[src/rtl/vsc_pkg.sv]
package vsc_pkg;

	// Measured raster of one frame
	typedef struct packed {
		logic [12:0] words_line;
		logic [12:0] words_active;
		logic [10:0] lines_total;
		logic [10:0] lines_active;
	} vsc_raster_s;

	// Classification result and its status bits
	typedef struct packed {
		logic [5:0] code;
		logic locked;
		logic interlaced;
		logic frac_rate;
	} vsc_class_s;

	// Lookup entry; zero count or scan 2'h2 means do not care
	typedef struct packed {
		logic sd;
		logic [1:0] scan;
		logic [10:0] lines_total;
		logic [10:0] lines_active;
		logic [12:0] words_active;
		logic [12:0] words_line;
		logic [5:0] code;
	} vsc_entry_s;

	localparam int VSC_NUM_ENTRIES = 21;
	localparam logic [1:0] VSC_PROG = 2'h0;
	localparam logic [1:0] VSC_INTL = 2'h1;
	localparam logic [1:0] VSC_ANY = 2'h2;

	// Most specific entries first; the first hit wins
	localparam vsc_entry_s VSC_TABLE [VSC_NUM_ENTRIES] = '{
		'{1'h0, VSC_ANY, 11'h2EE, 11'h2D0, 13'h0500, 13'h0672, 6'h00},
		'{1'h0, VSC_ANY, 11'h2EE, 11'h2D0, 13'h05A0, 13'h0672, 6'h01},
		'{1'h0, VSC_ANY, 11'h2EE, 11'h2D0, 13'h06C0, 13'h07BC, 6'h05},
		'{1'h0, VSC_ANY, 11'h2EE, 11'h2D0, 13'h0500, 13'h0F78, 6'h06},
		'{1'h0, VSC_ANY, 11'h2EE, 11'h2D0, 13'h0D80, 13'h0F78, 6'h07},
		'{1'h0, VSC_ANY, 11'h2EE, 11'h2D0, 13'h0500, 13'h101D, 6'h08},
		'{1'h0, VSC_ANY, 11'h2EE, 11'h2D0, 13'h0E10, 13'h101D, 6'h09},
		'{1'h1, VSC_ANY, 11'h20D, 11'h1E7, 13'h05A0, 13'h06B4, 6'h16},
		'{1'h1, VSC_ANY, 11'h20D, 11'h1FB, 13'h05A0, 13'h06B4, 6'h17},
		'{1'h1, VSC_ANY, 11'h20D, 11'h1E7, 13'h0000, 13'h06B4, 6'h19},
		'{1'h1, VSC_ANY, 11'h20D, 11'h1FB, 13'h0000, 13'h06B4, 6'h1B},
		'{1'h1, VSC_ANY, 11'h271, 11'h000, 13'h05A0, 13'h06C0, 6'h18},
		'{1'h1, VSC_ANY, 11'h271, 11'h000, 13'h0000, 13'h06C0, 6'h1A},
		'{1'h0, VSC_PROG, 11'h465, 11'h438, 13'h0800, 13'h0898, 6'h31},
		'{1'h0, VSC_PROG, 11'h465, 11'h438, 13'h0800, 13'h0A50, 6'h32},
		'{1'h0, VSC_PROG, 11'h465, 11'h438, 13'h0800, 13'h0ABE, 6'h33},
		'{1'h0, VSC_INTL, 11'h465, 11'h438, 13'h0800, 13'h0898, 6'h3D},
		'{1'h0, VSC_INTL, 11'h465, 11'h438, 13'h0800, 13'h0A50, 6'h3E},
		'{1'h0, VSC_INTL, 11'h465, 11'h438, 13'h0800, 13'h0ABE, 6'h3F},
		'{1'h1, VSC_ANY, 11'h000, 11'h000, 13'h0000, 13'h0000, 6'h1E},
		'{1'h0, VSC_ANY, 11'h000, 11'h000, 13'h0800, 13'h0000, 6'h3A}
	};

	localparam logic [5:0] VSC_CODE_UNKNOWN_HD = 6'h1D;
	localparam logic [5:0] VSC_CODE_UNKNOWN_SD = 6'h1E;
	localparam logic [5:0] VSC_CODE_UNKNOWN_2K = 6'h3A;
	localparam logic [12:0] VSC_WORDS_2K = 13'h0800;

	localparam logic [10:0] VSC_UPDATE_LINE = 11'h00C;

	// Host register map (word addresses)
	localparam logic [11:0] VSC_ADDR_WORDS_LINE = 12'h020;
	localparam logic [11:0] VSC_ADDR_WORDS_ACT = 12'h021;
	localparam logic [11:0] VSC_ADDR_LINES_TOT = 12'h022;
	localparam logic [11:0] VSC_ADDR_LINES_ACT = 12'h023;
	localparam logic [11:0] VSC_ADDR_STATUS = 12'h024;
	localparam logic [11:0] VSC_ADDR_TOLERANCE = 12'h06F;

	// Status register fields
	localparam int VSC_ST_CODE_LSB = 0;
	localparam int VSC_ST_LOCK_BIT = 8;
	localparam int VSC_ST_INTL_BIT = 9;
	localparam int VSC_ST_FRAC_BIT = 10;

	localparam logic [3:0] VSC_TOL_RESET = 4'h0;
	localparam logic [3:0] VSC_TOL_MAX = 4'h4;
	localparam logic [7:0] VSC_FRAC_BASE_DEV = 8'h02;

endpackage : vsc_pkg

[src/rtl/vsc_classifier.sv]
// What this block does
// - HD 750/720 lines, 1650/1280 words reports code 00h.
// - SD 525 lines, 1716/1440 words, 244 or 243 active per field: 16h.
// - SD 625 lines, 1728 words without better match reports 1Ah.
// - HD progressive 1125/1080 lines, 2048/2640 words reports 32h.
// - HD interlaced 1125/1080 lines, 2048/2200 words reports 3Dh.
// - Reset clears raster fields, code, locked and interlaced bits.
// - Bypass (enable pin low) clears the same fields.
// - Four-bit tolerance at 06Fh widens fractional detect, up to 4.
// - Fractional flag may be wrong for SD with payload packets.
// - Measure words and lines from references; update at end of line 12.
// - Locked only when timing synchronized and format supported.
// - Interlaced bit high for interlaced, low for progressive.
// - Fractional flag high when clock has 1000/1001 factor.
`timescale 1ns/100ps
`default_nettype none
module vsc_classifier
	import vsc_pkg::*;
(
	input wire logic i_clk,                   // 20 MHz clock
	input wire logic i_sys_rst,               // async reset, high
	input wire logic i_processing_enable_n,   // low selects bypass
	input wire logic i_word_en,               // one video word this cycle
	input wire logic i_sav,                   // SAV reference word
	input wire logic i_eav,                   // EAV reference word
	input wire logic i_vblank,                // V bit of reference
	input wire logic i_field,                 // F bit of reference
	input wire logic [10:0] i_line_num,       // line number of this line
	input wire logic i_sd_rate_flag,          // 1 = SD rate
	input wire logic i_timing_locked,         // generator synchronized
	input wire logic [7:0] i_rate_dev,        // offset from 1/1.001 rate
	input wire logic [11:0] i_host_addr,      // host register address
	input wire logic i_host_wr,               // host write strobe
	input wire logic [15:0] i_host_wdata,     // host write data
	input wire logic i_host_rd,               // host read strobe
	output logic [15:0] o_host_rdata,         // host read data
	output logic o_host_rvld,                 // read data valid pulse
	output logic [5:0] o_video_standard_code, // standard code
	output logic o_standard_locked,           // format locked
	output logic o_interlaced_flag,           // interlaced scan
	output logic o_frac_rate_flag,            // 1000/1001 rate
	output vsc_raster_s o_raster              // published raster
);

	logic bypass;
	assign bypass = ~i_processing_enable_n;

	// Per-line word counters
	logic [12:0] word_cnt_q;
	logic [12:0] act_cnt_q;
	logic in_active_q;
	logic [12:0] words_line_q;
	logic [12:0] words_act_q;

	always_ff @(posedge i_clk or posedge i_sys_rst) begin
		if (i_sys_rst) begin
			word_cnt_q <= 13'h0000;
			act_cnt_q <= 13'h0000;
			in_active_q <= 1'b0;
			words_line_q <= 13'h0000;
			words_act_q <= 13'h0000;
		end else if (bypass) begin
			word_cnt_q <= 13'h0000;
			act_cnt_q <= 13'h0000;
			in_active_q <= 1'b0;
			words_line_q <= 13'h0000;
			words_act_q <= 13'h0000;
		end else if (i_word_en) begin
			if (i_eav) begin
				words_line_q <= word_cnt_q;
				words_act_q <= act_cnt_q;
				word_cnt_q <= 13'h0001;
				act_cnt_q <= 13'h0000;
				in_active_q <= 1'b0;
			end else begin
				word_cnt_q <= word_cnt_q + 13'h0001;
				if (in_active_q) begin
					act_cnt_q <= act_cnt_q + 13'h0001;
				end
				if (i_sav) begin
					in_active_q <= 1'b1;
				end
			end
		end
	end

	// Per-frame line counters
	logic line_end;
	logic [10:0] cur_line_q;
	logic [10:0] act_lines_q;
	logic seen_f1_q;
	logic [10:0] lines_tot_q;
	logic [10:0] lines_act_q;
	logic intl_meas_q;
	logic frame_wrap;

	assign line_end = i_word_en & i_eav & ~bypass;
	assign frame_wrap = line_end && (i_line_num < cur_line_q);

	always_ff @(posedge i_clk or posedge i_sys_rst) begin
		if (i_sys_rst) begin
			cur_line_q <= 11'h000;
			act_lines_q <= 11'h000;
			seen_f1_q <= 1'b0;
			lines_tot_q <= 11'h000;
			lines_act_q <= 11'h000;
			intl_meas_q <= 1'b0;
		end else if (bypass) begin
			cur_line_q <= 11'h000;
			act_lines_q <= 11'h000;
			seen_f1_q <= 1'b0;
			lines_tot_q <= 11'h000;
			lines_act_q <= 11'h000;
			intl_meas_q <= 1'b0;
		end else if (line_end) begin
			cur_line_q <= i_line_num;
			if (frame_wrap) begin
				lines_tot_q <= cur_line_q;
				lines_act_q <= act_lines_q;
				intl_meas_q <= seen_f1_q;
				act_lines_q <= {10'h000, ~i_vblank};
				seen_f1_q <= i_field;
			end else begin
				act_lines_q <= act_lines_q + {10'h000, ~i_vblank};
				seen_f1_q <= seen_f1_q | i_field;
			end
		end
	end

	// Tolerance register; writes above the ceiling saturate
	logic [3:0] tol_q;

	always_ff @(posedge i_clk or posedge i_sys_rst) begin
		if (i_sys_rst) begin
			tol_q <= VSC_TOL_RESET;
		end else if (i_host_wr && i_host_addr == VSC_ADDR_TOLERANCE) begin
			if (i_host_wdata[3:0] > VSC_TOL_MAX) begin
				tol_q <= VSC_TOL_MAX;
			end else begin
				tol_q <= i_host_wdata[3:0];
			end
		end
	end

	// Fractional-rate decision; SD payload packets can upset it
	logic frac_now;
	assign frac_now = i_rate_dev <= (VSC_FRAC_BASE_DEV + {4'h0, tol_q});

	// Classification of the current measurement
	vsc_raster_s meas;
	logic [5:0] lk_code;
	logic lk_known;

	assign meas.words_line = words_line_q;
	assign meas.words_active = words_act_q;
	assign meas.lines_total = lines_tot_q;
	assign meas.lines_active = lines_act_q;

	vsc_std_lookup u_lookup (
		.i_raster(meas),
		.i_sd_rate_flag(i_sd_rate_flag),
		.i_interlaced(intl_meas_q),
		.o_code(lk_code),
		.o_known(lk_known)
	);

	// Update strobe at the end of the update line
	logic update;
	assign update = line_end && !frame_wrap && (cur_line_q == VSC_UPDATE_LINE);

	vsc_class_s cls_d;
	always_comb begin
		cls_d.code = lk_code;
		cls_d.locked = i_timing_locked & lk_known;
		cls_d.interlaced = intl_meas_q;
		cls_d.frac_rate = frac_now;
	end

	always_ff @(posedge i_clk or posedge i_sys_rst) begin
		if (i_sys_rst) begin
			o_video_standard_code <= 6'h00;
			o_standard_locked <= 1'b0;
			o_interlaced_flag <= 1'b0;
			o_frac_rate_flag <= 1'b0;
			o_raster <= '0;
		end else if (bypass) begin
			o_video_standard_code <= 6'h00;
			o_standard_locked <= 1'b0;
			o_interlaced_flag <= 1'b0;
			o_frac_rate_flag <= 1'b0;
			o_raster <= '0;
		end else if (update) begin
			o_video_standard_code <= cls_d.code;
			o_standard_locked <= cls_d.locked;
			o_interlaced_flag <= cls_d.interlaced;
			o_frac_rate_flag <= cls_d.frac_rate;
			o_raster <= meas;
		end else if (!i_timing_locked) begin
			o_standard_locked <= 1'b0;
		end
	end

	// Host read port, one cycle latency
	logic [15:0] rdata;
	always_comb begin
		rdata = 16'h0000;
		if (i_host_addr == VSC_ADDR_WORDS_LINE) begin
			rdata = {3'h0, o_raster.words_line};
		end else if (i_host_addr == VSC_ADDR_WORDS_ACT) begin
			rdata = {3'h0, o_raster.words_active};
		end else if (i_host_addr == VSC_ADDR_LINES_TOT) begin
			rdata = {5'h00, o_raster.lines_total};
		end else if (i_host_addr == VSC_ADDR_LINES_ACT) begin
			rdata = {5'h00, o_raster.lines_active};
		end else if (i_host_addr == VSC_ADDR_STATUS) begin
			rdata[VSC_ST_CODE_LSB +: 6] = o_video_standard_code;
			rdata[VSC_ST_LOCK_BIT] = o_standard_locked;
			rdata[VSC_ST_INTL_BIT] = o_interlaced_flag;
			rdata[VSC_ST_FRAC_BIT] = o_frac_rate_flag;
		end else if (i_host_addr == VSC_ADDR_TOLERANCE) begin
			rdata = {12'h000, tol_q};
		end
	end

	always_ff @(posedge i_clk or posedge i_sys_rst) begin
		if (i_sys_rst) begin
			o_host_rdata <= 16'h0000;
			o_host_rvld <= 1'b0;
		end else begin
			o_host_rvld <= i_host_rd;
			if (i_host_rd) begin
				o_host_rdata <= rdata;
			end
		end
	end

endmodule : vsc_classifier
`default_nettype wire

[src/rtl/vsc_std_lookup.sv]
`timescale 1ns/100ps
`default_nettype none
module vsc_std_lookup
	import vsc_pkg::*;
(
	input wire vsc_raster_s i_raster, // measured raster
	input wire logic i_sd_rate_flag,  // 1 = SD rate
	input wire logic i_interlaced,    // measured scan type
	output logic [5:0] o_code,        // standard code
	output logic o_known              // a listed format matched
);

	logic [VSC_NUM_ENTRIES-1:0] hit;

	genvar gi;
	generate
		for (gi = 0; gi < VSC_NUM_ENTRIES; gi++) begin : g_entry
			localparam vsc_entry_s E = VSC_TABLE[gi];
			assign hit[gi] = (E.sd == i_sd_rate_flag)
				&& (E.scan == VSC_ANY || E.scan == {1'b0, i_interlaced})
				&& (E.lines_total == 11'h000
					|| E.lines_total == i_raster.lines_total)
				&& (E.lines_active == 11'h000
					|| E.lines_active == i_raster.lines_active)
				&& (E.words_active == 13'h0000
					|| E.words_active == i_raster.words_active)
				&& (E.words_line == 13'h0000
					|| E.words_line == i_raster.words_line);
		end
	endgenerate

	always_comb begin
		o_code = i_sd_rate_flag ? VSC_CODE_UNKNOWN_SD
			: VSC_CODE_UNKNOWN_HD;
		for (int i = VSC_NUM_ENTRIES - 1; i >= 0; i--) begin
			if (hit[i]) begin
				o_code = VSC_TABLE[i].code;
			end
		end
		o_known = (o_code != VSC_CODE_UNKNOWN_SD)
			&& (o_code != VSC_CODE_UNKNOWN_HD)
			&& (o_code != VSC_CODE_UNKNOWN_2K);
	end

endmodule : vsc_std_lookup
`default_nettype wire

[config.mk]
export PLATFORM = sky130hd
export DESIGN_NAME = vsc_classifier
export DESIGN_NICKNAME = d
export VERILOG_FILES = /design/src/rtl/vsc_pkg.sv /design/src/rtl/vsc_classifier.sv /design/src/rtl/vsc_std_lookup.sv
export SDC_FILE = /design/constraint.sdc
export NUM_CORES = 1
export LEC_CHECK = 0
export ABC_CLOCK_PERIOD_IN_PS = 4420
export BUFFER_PORTS_ARGS = -buffer_cell sky130_fd_sc_hd__buf_2
export CAP_MARGIN = 40
export CORE_AREA = 2 2 120 145
export CTS_BUF_LIST = sky130_fd_sc_hd__clkbuf_8
export DETAILED_ROUTE_END_ITERATION = 6
export DIE_AREA = 0 0 122 147
export GPL_TIMING_DRIVEN = 0
export PLACE_DENSITY = 0.8
export SYNTH_ARGS = -nofsm -noshare
export SYNTH_HDL_FRONTEND = slang
export SYNTH_SLANG_ARGS = --single-unit
[constraint.sdc]
create_clock -name i_clk -period 4.42 [get_ports i_clk]
set_input_delay 0 -clock i_clk [delete_from_list [all_inputs] [get_ports i_clk]]
set_output_delay 0 -clock i_clk [all_outputs]
set_load 0.01 [all_outputs]
## Word level (Yosys, flattened, before mapping)

Index checks and enable logic that the tools add are counted.

- Register bits after elaboration: 177
- Bits in latches: 0
- Memory bits (writable): 0
- ROM bits: 0
- Input port bits: 59
- Output and inout bits: 74
- Word-level logic and storage cells: 206
- Memories kept: 0

- Add/subtract/negate cells: 4
- $mul: 0
- Divide/modulo/power cells: 0
- $lt $le $gt $ge: 3
- Equal/unequal tests: 41
- Shift-type cells: 0
- Mux-type cells: 76
- Bitwise logic cells: 7
- Reduce and logical (&&, ||, !) cells: 53

Operators by type and width:

| cell | number |
|---|---|
| 13-bit two-way mux | 13 |
| 6-bit two-way mux | 24 |
| 11-bit two-way mux | 11 |
| 48-bit two-way mux | 2 |
| 11-bit by 13-bit equality test with 1-bit output (first input constant) | 7 |
| 12-bit by 13-bit equality test with 1-bit output (first input constant) | 7 |
| 16-bit two-way mux | 4 |
| 12-bit by 6-bit equality test with 1-bit output (second input constant) | 5 |
| 1-bit logical AND | 48 |
| 10-bit by 11-bit equality test with 1-bit output (first input constant) | 4 |
| 13-bit by 1-bit adder with 13-bit output (second input constant) | 2 |
| 11-bit equality test (first input constant) | 2 |
| 9-bit by 11-bit equality test with 1-bit output (first input constant) | 2 |
| 1-bit two-way mux | 17 |
| 13-bit equality test (first input constant) | 1 |
| 12-bit by 7-bit equality test with 1-bit output (second input constant) | 1 |
| 6-bit by 5-bit != test with 1-bit output (second input constant) | 2 |
| 11-bit by 1-bit adder with 11-bit output | 1 |
| 11-bit by 4-bit equality test with 1-bit output (second input constant) | 1 |
| 11-bit < comparator | 1 |
| 2-bit by 1-bit != test with 1-bit output (second input constant) | 5 |
| 8-bit by 5-bit less-or-equal comparator with 1-bit output | 1 |
| 4-bit two-way mux | 2 |
| 2-bit AND reduction | 4 |
| 12 further kinds | 17 |

## Longest topological paths before layout

Gate-level depths: netlist (run 1).

- Depth after elaboration: 31
- Mapped depth: 11
- Depth with buffers taken out: 9

## Modules after synthesis

A second synthesis (run 1) with hierarchy kept.

- Cells, all modules: 1049
- Area total of the unflattened synthesis: 9634.2 um^2

By module, submodules not included:

| module | times used | cells each | area an instance (um^2) | sequential area each (um^2) |
|---|---|---|---|---|
| vsc_classifier | 1 | 935 | 8785.9 | 4354.2 |
| vsc_std_lookup | 1 | 114 | 848.3 | 0.0 |

## Worst setup path before layout (run 1)

Ideal clock, no wire load.

- Kind: flip-flop to flip-flop
- From: reg cur_line_q[8]
- To: reg o_frac_rate_flag
- Library setup time: 95 ps
- Data arrival time: 2360 ps
- Data required time: 4325 ps
- Slack: 1965 ps
- Stages on the path, launching flop included: 12
- Buffers on the path: 2
- Period minus slack after synthesis: 2455 ps
- Cells stage by stage: dfrtp_1 inv_1 ha_1 or4_1 a2111oi_0 o21ai_0 o311ai_1 or2_2 buf_2 buf_2 nand3_1 o31ai_1

- Cells in the longest elaborated chain, start to end: 6
- Elaborated cells on any way between the ends: 7
- Classes of those cells: 1 x order compare; 2 x eq/ne; 4 x reduce/logical

RTL lines:

| item | RTL line | source |
|---|---|---|
| start, declared | vsc_classifier.sv:89 | `logic [10:0] cur_line_q;` |
| start signal, assigned | vsc_classifier.sv:116 | `cur_line_q <= i_line_num;` |
| 11-bit < comparator | vsc_classifier.sv:98 | `assign frame_wrap = line_end && (i_line_num < cur_line_q);` |
| 1-bit logical AND | vsc_classifier.sv:98 |  |
| 1-bit logical NOT | vsc_classifier.sv:169 | `assign update = line_end && !frame_wrap && (cur_line_q == VSC_UPDATE_LINE);` |
| 1-bit logical AND | vsc_classifier.sv:169 |  |
| 1-bit logical AND * | vsc_classifier.sv:169 |  |
| 2-bit by 1-bit != test with 1-bit output (no source line) * | n/a |  |
| end signal, assigned | vsc_classifier.sv:196 | `o_frac_rate_flag <= cls_d.frac_rate;` |
| end, declared | vsc_classifier.sv:41 | `output logic o_frac_rate_flag,` |

Mark *: on every way between the ends. The rest lies on a longest branch, timed or not.
A chain may end at the register's enable or synchronous reset.

## Worst setup path in the final report (run 1)

- From: reg cur_line_q[8]
- To: reg o_video_standard_code[1]

- Cells in the longest elaborated chain, start to end: 6
- Elaborated cells on any way between the ends: 7
- Classes of those cells: 1 x order compare; 2 x eq/ne; 4 x reduce/logical

RTL lines:

| item | RTL line | source |
|---|---|---|
| 11-bit < comparator | vsc_classifier.sv:98 |  |
| 1-bit logical AND | vsc_classifier.sv:98 |  |
| 1-bit logical NOT | vsc_classifier.sv:169 |  |
| 1-bit logical AND | vsc_classifier.sv:169 |  |
| 1-bit logical AND * | vsc_classifier.sv:169 |  |
| 2-bit by 1-bit != test with 1-bit output (no source line) * | n/a |  |
| end signal, assigned | vsc_classifier.sv:193 | `o_video_standard_code <= cls_d.code;` |
| end, declared | vsc_classifier.sv:38 | `output logic [5:0] o_video_standard_code,` |

Marks and branches as above.

==> results.json, run 1 <==
{
  "synthTopCellsByArea": "dfrtp_1, nand2_1, nand3_1",
  "synthFlopType": "dfrtp_1",
  "synth_top_area_cell": "dfrtp_1",
  "place.gp.congestion": 0.945,
  "drc": 0,
  "tns_ps": 0,
  "start_util": 0.518,
  "cpMostUsedCell": "buf_2",
  "fin_skew_ps": 14.1,
  "nFillCells": 1384,
  "tritoncts": "yes",
  "path_cells": "inv_1 -> ha_1 -> or4_1 -> a2111oi_0 -> o21ai_0 -> o311ai_1 -> or2_2 -> buf_2 -> buf_2 -> nand3_1 -> o21ai_1",
  "max_freq_mhz": 339,
  "crit_fanout": 10,
  "cp.arrival_ps": 3340,
  "die_w_um": 122,
  "synth-edff-count": 0,
  "period_share": 0.667,
  "synthMuxAreaShare": 0.0323,
  "core_area_mm2": 0.0166,
  "slew_violations": 0,
  "cap_violations": 0,
  "hold_viol": 0,
  "worstPathRequired_ps": 4810,
  "ys_seq_area_frac": 0.507,
  "cts_num_sinks": 174,
  "synth_top_family_by_area": "simple AND/OR/NAND/NOR gates",
  "vdd_drop_max_mv": 0.172,
  "slowest_stage": "or4_1",
  "r2r_slack_ps": 1470,
  "yosys.area_share.simple": 0.251,
  "die_area_mm2": 0.0179,
  "yosysUniqueCellTypes": 66,
  "final_net_count": 1162,
  "hold_class": "in -> reg",
  "vias": 7622,
  "io_buffers": 115,
  "cts_root_buffer": "clkbuf_8",
  "rsz0062_at_grt": "no",
  "row_count": 52,
  "grt_max_degree": 40,
  "clk_pin_slew_ps": 80,
  "ys_warn_count": 0,
  "htreeDepth": 4,
  "grt_pass1_vias": 7358,
  "cts_buffer_depth": 2,
  "synthXorXnorAreaFrac": 0.0316,
  "p_per_area_mw_per_mm2": 288,
  "antenna_found_initial": 0,
  "outcome": "completed",
  "async_flop_share": 1.00,
  "area_growth_pct": 19.2,
  "relSlewSlack": 0.403,
  "drive_above_1_share": 0.170,
  "crit_type": "reg -> reg",
  "drt_wl_total_mm": 23.9,
  "p_leak_nw": 4.93,
  "gr-usage-all-layers": 0.277,
  "synth_fa_ha_area_frac": 0.0291,
  "tightest_slew_ps": 881,
  "dp_hpwl_mm": 18.4,
  "syn-cell-area_mm2": 0.00859,
  "post_cts.repair.setup_buffers": 0,
  "drtPass1Iterations": 7,
  "diodes": 0,
  "synthDominantCellAreaShare": 0.507,
  "synth_compound_area_frac": 0.111,
  "path_buf_inv": 3,
  "synth.avg_cell_area_um2": 9.43,
  "critPathMaxStageDelay_ps": 540,
  "path_delay_family": "simple AND/OR/NAND/NOR gates",
  "fp.dieH_um": 147,
  "setup_slack_ps": 1470,
  "clock_latency_ps": 480,
  "antenna_left": 0,
  "setup_viol": 0,
  "grt_first_pass_wirelength_mm": 38.2,
  "startpoint_type": "flip-flop",
  "yosys_register_bits": 174,
  "vias_per_cell": 5.82,
  "top_level_ports": 133,
  "drt-initial-drc-count": 739,
  "finalCriticalPeriod_ps": 2950,
  "gr-total-overflow": 0,
  "post-place-ws_ps": 1490,
  "power_mw": 2.95,
  "numCtsBuffers": 17,
  "syn_inst": 911,
  "cp-end-kind": "flip-flop",
  "wire_per_inst_um": 18.2
}
-- through the flow --
stage | hold slack, ps | utilization | cells | area [µm²]
after floorplan | 31.4 | - | 913 | 8600
after global placement | 125 | 0.569 | 1244 | 9450
after detailed placement | 125 | 0.574 | 1248 | 9530
after CTS | 31.3 | 0.617 | 1310 | 10200
after global routing | 78.7 | 0.617 | 1310 | 10200
final | 33.9 | 0.617 | 1310 | 10200
-- cells by family (layout without fill, tap and decap cells) --
kind of cell / Yosys count / in the layout
adders and majority gates: 20 / 20
xor gates and xnor gates: 31 / 31
buffers and inverters: 77 / 258
AOI/OAI and AO/OA: 144 / 144
other: 1 / 3
and+or+nand+nor: 448 / 448
muxes: 16 / 16
DFF: 174 / 174
-- routing by layer --
metal,vias to the layer above,GRT usage,wire [µm]
li1,3569,-,-
met1,3650,0.349,9570
met2,336,0.453,11600
met3,67,0.0536,1630
met4,0,0.143,1100
met5,-,0,0
-- power breakdown --
| part | internal [mW] | switching (mW) | leakage (nW) |
|---|---|---|---|
| Clock | 0.564 | 0.541 | 0.207 |
| Combinational | 0.0836 | 0.138 | 2.31 |
| Sequential | 1.61 | 0.0155 | 2.41 |
| Total | 2.25 | 0.694 | 4.93 |
-- worst register-to-register path, cell delays in order (launching register included) --
cell and delay, ps:
dfrtp_1 390, inv_1 80, ha_1 190, or4_1 540, a2111oi_0 340, o21ai_0 150
o311ai_1 280, or2_2 250, buf_2 180, buf_2 230, nand3_1 120, o21ai_1 130
-- flip-flops by register name, summed over array words and instances, names as in the netlist, 4 cells and up --
signal and flops:
act_cnt_q 13, act_lines_q 11, cur_line_q 11, lines_act_q 11
lines_tot_q 11, o_host_rdata 13, o_raster 48, o_video_standard_code 6
tol_q 4, word_cnt_q 13, words_act_q 13, words_line_q 13
-- final timing paths --
check	start	end	cells after the start
min	i_word_en	in_active_q	4
max	cur_line_q[8]	o_video_standard_code[1]	11
min reg2reg	cur_line_q[3]	lines_tot_q[3]	2
max reg2reg	cur_line_q[8]	o_video_standard_code[1]	11
max in group asynchronous	i_sys_rst	act_lines_q[1]	5
min in group asynchronous	i_sys_rst	o_host_rdata[6]	3
-- cells in the final DEF (no fill, tap or decap), drive strengths merged, types with 12 or more instances in the layout --
cell           n
ha            20
dlygate4sd3   32
nand2        194
nand3         79
buf          138
and3          12
nand2b        12
nor2          63
inv           27
xor2          20
a21oi         21
clkbuf        55
dfrtp        174
o21ai         54
a22o          28
-- repair_timing --
item | CTS | global route
resized for setup | 0 | 0
endpoints found under the hold margin | 62 | 0
hold buffers | 32 | 0
-- cells in the mapped netlist (4+ instances only) --
library cell / n
nand2_1: 194
dfrtp_1: 174
nand3_1: 79
nor2_1: 63
o21ai_0: 53
clkbuf_1: 32
a22o_1: 27
inv_1: 25
a21oi_1: 21
ha_1: 20
xor2_1: 20
buf_2: 13
and3_1: 12
nand2b_1: 12
nor3_1: 11
xnor2_1: 11
nand4_1: 10
nor4_1: 10
mux4_2: 9
nor4b_1: 7
a22oi_1: 6
nor4bb_1: 6
nor2b_1: 5
o211ai_1: 5
or3_1: 5
or4_1: 5
a31oi_1: 4
and4b_1: 4
mux2_2: 4
nand4b_1: 4
-- layout make-up --
class                           count  area [µm²]  area share
Clock inverter                      8        91.3     0.00892
Sequential cell                   174        4350       0.425
Timing Repair Buffer              151         976      0.0953
Multi-Input combinational cell    662        3930       0.383
Clock buffer                       22         303      0.0296
Tap cell                          216         270      0.0264
Inverter                           25        97.6     0.00953
Buffer                             52         224      0.0219
No activity file was read; power rests on OpenSTA's default activity.
==> run 2: changes to the inputs <==
--- a/config.mk
+++ b/config.mk
@@ -5,15 +5,15 @@
 export SDC_FILE = /design/constraint.sdc
 export NUM_CORES = 1
 export LEC_CHECK = 0
-export ABC_CLOCK_PERIOD_IN_PS = 4420
+export ABC_CLOCK_PERIOD_IN_PS = 2850
 export BUFFER_PORTS_ARGS = -buffer_cell sky130_fd_sc_hd__buf_2
 export CAP_MARGIN = 40
-export CORE_AREA = 2 2 120 145
+export CORE_AREA = 2 2 114 138
 export CTS_BUF_LIST = sky130_fd_sc_hd__clkbuf_8
 export DETAILED_ROUTE_END_ITERATION = 6
-export DIE_AREA = 0 0 122 147
+export DIE_AREA = 0 0 116 140
 export GPL_TIMING_DRIVEN = 0
-export PLACE_DENSITY = 0.8
+export PLACE_DENSITY = 0.84
 export SYNTH_ARGS = -nofsm -noshare
 export SYNTH_HDL_FRONTEND = slang
 export SYNTH_SLANG_ARGS = --single-unit
==> constraint.sdc (replaced) <==
create_clock -name i_clk -period 2.85 [get_ports i_clk]
set_input_delay 0 -clock i_clk [delete_from_list [all_inputs] [get_ports i_clk]]
set_output_delay 0 -clock i_clk [all_outputs]
set_load 0.01 [all_outputs]
==> results.json, run 2 (synthesized netlist as in run 1, its figures left out) <==
{
  "fin_skew_ps": 19.9,
  "vias_per_cell": 5.99,
  "clk_pin_slew_ps": 100,
  "grt_pass1_vias": 7677,
  "gr-usage-all-layers": 0.314,
  "final_cells": 1300,
  "drive_above_1_share": 0.179,
  "reg2regPathDepth": 8,
  "relSlewSlack": 0.344,
  "hold_viol": 0,
  "slew_violations": 0,
  "drc": 0,
  "cp.arrival_ps": 3100,
  "fin_area_mm2": 0.0103,
  "cts_buffer_depth": 2,
  "vias": 7783,
  "clkPwrFrac": 0.387,
  "period_share": 0.964,
  "vdd_drop_max_mv": 0.256,
  "setup_viol": 0,
  "tritoncts": "yes",
  "antenna_found_initial": 0,
  "largest_reg_flops": 48,
  "worstPathRequired_ps": 3210,
  "cap_violations": 0,
  "hold-worst-slack_ps": 36.3,
  "power_frac_seq": 0.535,
  "crit_start": "words_act_q[3]",
  "die_area_mm2": 0.0162,
  "finalCriticalPeriod_ps": 2750,
  "grt_first_pass_wirelength_mm": 39.4,
  "p_per_area_mw_per_mm2": 455,
  "numCtsBuffers": 17,
  "gr-total-overflow": 0,
  "row_count": 49,
  "power_mw": 4.70,
  "fp.dieH_um": 140,
  "min_from": "i_word_en",
  "place.gp.congestion": 0.964,
  "cp-end-kind": "flip-flop",
  "tns_ps": 0,
  "clock_latency_ps": 470,
  "path_delay_family": "simple AND/OR/NAND/NOR gates",
  "p_sw_frac": 0.253,
  "grt_max_degree": 40,
  "final_net_count": 1162,
  "final_common_cell": "nand2_1",
  "startpoint_type": "flip-flop",
  "hold_class": "in -> reg",
  "p_leak_nw": 4.95,
  "drtPass1Iterations": 7,
  "slowest_stage": "or4_1",
  "path_cells": "or4_1 -> or2_0 -> buf_2 -> or4_4 -> nor4_1 -> a211oi_1 -> a31oi_2 -> o21ai_1",
  "io_buffers": 115,
  "final_core_util": 0.697,
  "switchingPower_mw": 1.19,
  "reg2reg_from": "words_act_q[3]",
  "cts_root_buffer": "clkbuf_8",
  "wire_per_inst_um": 19.2,
  "diodes": 0,
  "worst-path-stages": 8,
  "area_growth_pct": 20.4,
  "cts_num_sinks": 174,
  "critPathMaxStageDelay_ps": 530,
  "tightest_slew_ps": 970,
  "r2r_slack_ps": 100,
  "path_buf_inv": 1,
  "pwr-share-comb": 0.078,
  "core_area_mm2": 0.0148,
  "dp_hpwl_mm": 18.3,
  "dp_cells": 1236,
  "max_freq_mhz": 364,
  "start_util": 0.579,
  "drt-initial-drc-count": 801,
  "htreeDepth": 4,
  "layout_common_cells": "nand2_1, dfrtp_1, buf_2",
  "antenna_left": 0,
  "post-place-ws_ps": -186,
  "crit_fanout": 7,
  "top_level_ports": 133,
  "placed_area_mm2": 0.00951,
  "die_w_um": 116,
  "setup_slack_ps": 103,
  "drt_wl_total_mm": 25.0,
  "outcome": "completed",
  "crit_type": "reg -> reg",
  "holdPathStages": 4,
  "top_register": "o_raster",
  "p_int_mw": 3.51
}
## run 2: cell types whose count changed in the layout (fill, tap and decap cells not counted), moves of 2 or more
cell / before / now
inv_6: 0 / 5
clkinvlp_4: 3 / 5
inv_1: 27 / 25
buf_2: 128 / 117
clkbuf_4: 0 / 4
buf_4: 3 / 10
clkbuf_8: 22 / 17
clkinv_4: 0 / 2
## run 2: cell type report
cell class	count	area, µm²
Fill cell	1109	4500
Multi-Input combinational cell	662	3980
Clock buffer	17	234
Tap cell	204	255
Buffer	51	250
Sequential cell	174	4350
Inverter	25	97.6
Clock inverter	15	185
Timing Repair Buffer	152	983
## run 2: final timing paths
kind,endpoint
min in group asynchronous,o_raster[32]
worst max-delay path,o_video_standard_code[1]
worst min-delay path,in_active_q
worst min register to register,lines_tot_q[2]
max in group asynchronous,act_lines_q[9]
worst max register to register,o_video_standard_code[1]
## run 2: routing by layer
metal  vias to the layer above  part of all wire  global-route usage
met5                         -                 0                   0
met1                      3726              0.39               0.372
li1                       3556                 -                   -
met2                       412              0.48               0.521
met4                         0             0.054               0.173
met3                        89             0.079              0.0796
## run 2: what timing repair did
| action | CTS | global route |
|---|---|---|
| endpoints found under the setup margin | 79 | 80 |
| buffers inserted | 0 | 1 |
| gates resized for setup | 11 | 15 |
| hold buffers | 32 | 0 |
| endpoints found under the hold margin | 60 | 0 |
## run 2: worst register-to-register path, stage by stage, from the launching register on
cell      delay (ps)
dfrtp_1          440
or4_1            530
or2_0            200
buf_2            150
or4_4            520
nor4_1           330
a211oi_1         110
a31oi_2          260
o21ai_1           90
## run 2: power groups by stage
| stage | Combinational [mW] | Clock (mW) | Sequential (mW) |
|---|---|---|---|
| 2_1_floorplan | 0.184 | 0 | 2.56 |
| 3_3_place_gp | 0.292 | 0 | 2.56 |
| 3_5_place_dp | 0.314 | 0 | 2.56 |
| 4_1_cts | 0.349 | 1.82 | 2.52 |
| 5_1_grt | 0.407 | 1.93 | 2.52 |
| 6_report | 0.365 | 1.82 | 2.52 |
==> run 3: changes to the inputs <==
--- a/config.mk
+++ b/config.mk
@@ -8,10 +8,12 @@
 export ABC_CLOCK_PERIOD_IN_PS = 2850
 export BUFFER_PORTS_ARGS = -buffer_cell sky130_fd_sc_hd__buf_2
 export CAP_MARGIN = 40
-export CORE_AREA = 2 2 114 138
+export CELL_PAD_IN_SITES_DETAIL_PLACEMENT = 0
+export CELL_PAD_IN_SITES_GLOBAL_PLACEMENT = 1
+export CORE_AREA = 2 2 130 157
 export CTS_BUF_LIST = sky130_fd_sc_hd__clkbuf_8
 export DETAILED_ROUTE_END_ITERATION = 6
-export DIE_AREA = 0 0 116 140
+export DIE_AREA = 0 0 132 159
 export GPL_TIMING_DRIVEN = 0
 export PLACE_DENSITY = 0.84
 export SYNTH_ARGS = -nofsm -noshare
==> results.json, run 3 (synthesized netlist as in run 1, its figures left out) <==
{
  "numCtsBuffers": 17,
  "holdPathStages": 4,
  "largest_reg_flops": 48,
  "core_area_mm2": 0.0194,
  "grt_pass1_vias": 7173,
  "hold-worst-slack_ps": 52.2,
  "slew_violations": 0,
  "cp-end-kind": "flip-flop",
  "drc": 0,
  "placed_area_mm2": 0.00960,
  "power_mw": 4.70,
  "cts_buffer_depth": 2,
  "relSlewSlack": 0.499,
  "drive_above_1_share": 0.183,
  "place.gp.congestion": 0.940,
  "clock_latency_ps": 470,
  "reg2regPathDepth": 8,
  "antenna_left": 0,
  "critPathMaxStageDelay_ps": 540,
  "final_cells": 1364,
  "fin_skew_ps": 13.6,
  "cap_violations": 0,
  "htreeDepth": 4,
  "tightest_slew_ps": 744,
  "diodes": 0,
  "top_level_ports": 133,
  "antenna_found_initial": 0,
  "gr-total-overflow": 0,
  "worstPathRequired_ps": 3210,
  "grt_max_degree": 39,
  "clk_pin_slew_ps": 90,
  "die_w_um": 132,
  "setup_viol": 0,
  "drt_wl_total_mm": 24.5,
  "crit_fanout": 7,
  "final_core_util": 0.539,
  "vias_per_cell": 5.44,
  "top_register": "o_raster",
  "max_freq_mhz": 365,
  "crit_type": "reg -> reg",
  "area_growth_pct": 21.9,
  "outcome": "completed",
  "cts_root_buffer": "clkbuf_8",
  "vias": 7418,
  "die_area_mm2": 0.0210,
  "gr-usage-all-layers": 0.237,
  "startpoint_type": "flip-flop",
  "drtPass1Iterations": 5,
  "hold_class": "in -> reg",
  "period_share": 0.960,
  "drt-initial-drc-count": 539,
  "slowest_stage": "or4_1",
  "fp.dieH_um": 159,
  "io_buffers": 115,
  "finalCriticalPeriod_ps": 2740,
  "p_per_area_mw_per_mm2": 449,
  "start_util": 0.443,
  "cp.arrival_ps": 3090,
  "crit_start": "words_act_q[1]",
  "layout_common_cells": "nand2_1, dfrtp_1, buf_2",
  "row_count": 56,
  "wire_per_inst_um": 17.9,
  "vdd_drop_max_mv": 0.325,
  "tritoncts": "yes",
  "fin_area_mm2": 0.0105,
  "dp_cells": 1294,
  "dp_hpwl_mm": 19.2,
  "grt_first_pass_wirelength_mm": 39.1,
  "nFillCells": 1838,
  "path_cells": "or4_1 -> or2_0 -> buf_2 -> or4_4 -> nor4_1 -> a211oi_1 -> a31oi_2 -> o21ai_1",
  "final_common_cell": "nand2_1",
  "cts_num_sinks": 174,
  "min_from": "i_word_en",
  "p_leak_nw": 5.00,
  "hold_viol": 0,
  "final_net_count": 1169,
  "reg2reg_from": "words_act_q[1]"
}
-- run 3: cell types whose count changed in the layout (fill, tap and decap cells not counted), sizes merged --
| cell | delta |
|---|---|
| dlygate4sd3 | +1 |
| buf | +8 |
| inv | -4 |
| clkinvlp | -1 |
| clkinv | +3 |
-- run 3: per-stage QoR --
stage	TNS (ps)	worst slack, ps
finish	0	114
detailed placement	-7400	-167
global route	-28.0	-19.3
floorplan	0	395
global placement	-74180	-431
CTS	-0.304	-0.304
-- run 3: worst paths after layout --
check / endpoint / slack [ps]
worst max-delay path: o_video_standard_code[1] / 110
max in group asynchronous: o_raster[1] / 1560
worst min-delay path: in_active_q / 50
min in group asynchronous: o_raster[28] / 580
worst min register to register: lines_tot_q[3] / 500
worst max register to register: o_video_standard_code[1] / 110
-- run 3: metal layers --
| layer | GRT usage | up-vias | wire [µm] |
|---|---|---|---|
| met3 | 0.0458 | 60 | 1430 |
| met5 | 0 | - | 0 |
| met2 | 0.385 | 266 | 11500 |
| met4 | 0.122 | 0 | 1200 |
| met1 | 0.303 | 3511 | 10400 |
| li1 | - | 3581 | - |
-- run 3: timing repair --
item | in CTS | in global routing
resized for setup | 14 | 8
setup endpoints to repair | 77 | 89
endpoints found under the hold margin | 198 | 0
setup buffers | 0 | 6
hold buffers | 33 | 0
pin swaps | 0 | 1
-- run 3: where the power goes --
group / internal [mW] / total (mW) / switching, mW
logic: 0.147 / 0.368 / 0.220
clock network: 0.916 / 1.82 / 0.904
registers: 2.49 / 2.52 / 0.0238
-- run 3: critical path, delay by kind of cell, from the launching register on --
family | cells | cell delay, ps
AOI/OAI and AO/OA | 3 | 440
buffers and inverters | 1 | 160
DFF | 1 | 420
and+or+nand+nor | 4 | 1610
-- run 3: final cells by class --
type,instances,area (µm²),area share
Inverter,25,97.6,0.00932
Clock buffer,19,262,0.0250
Tap cell,261,327,0.0312
Buffer,51,254,0.0243
Sequential cell,174,4350,0.416
Timing Repair Buffer,159,1050,0.100
Multi-Input combinational cell,662,3960,0.378
Clock inverter,13,163,0.0155
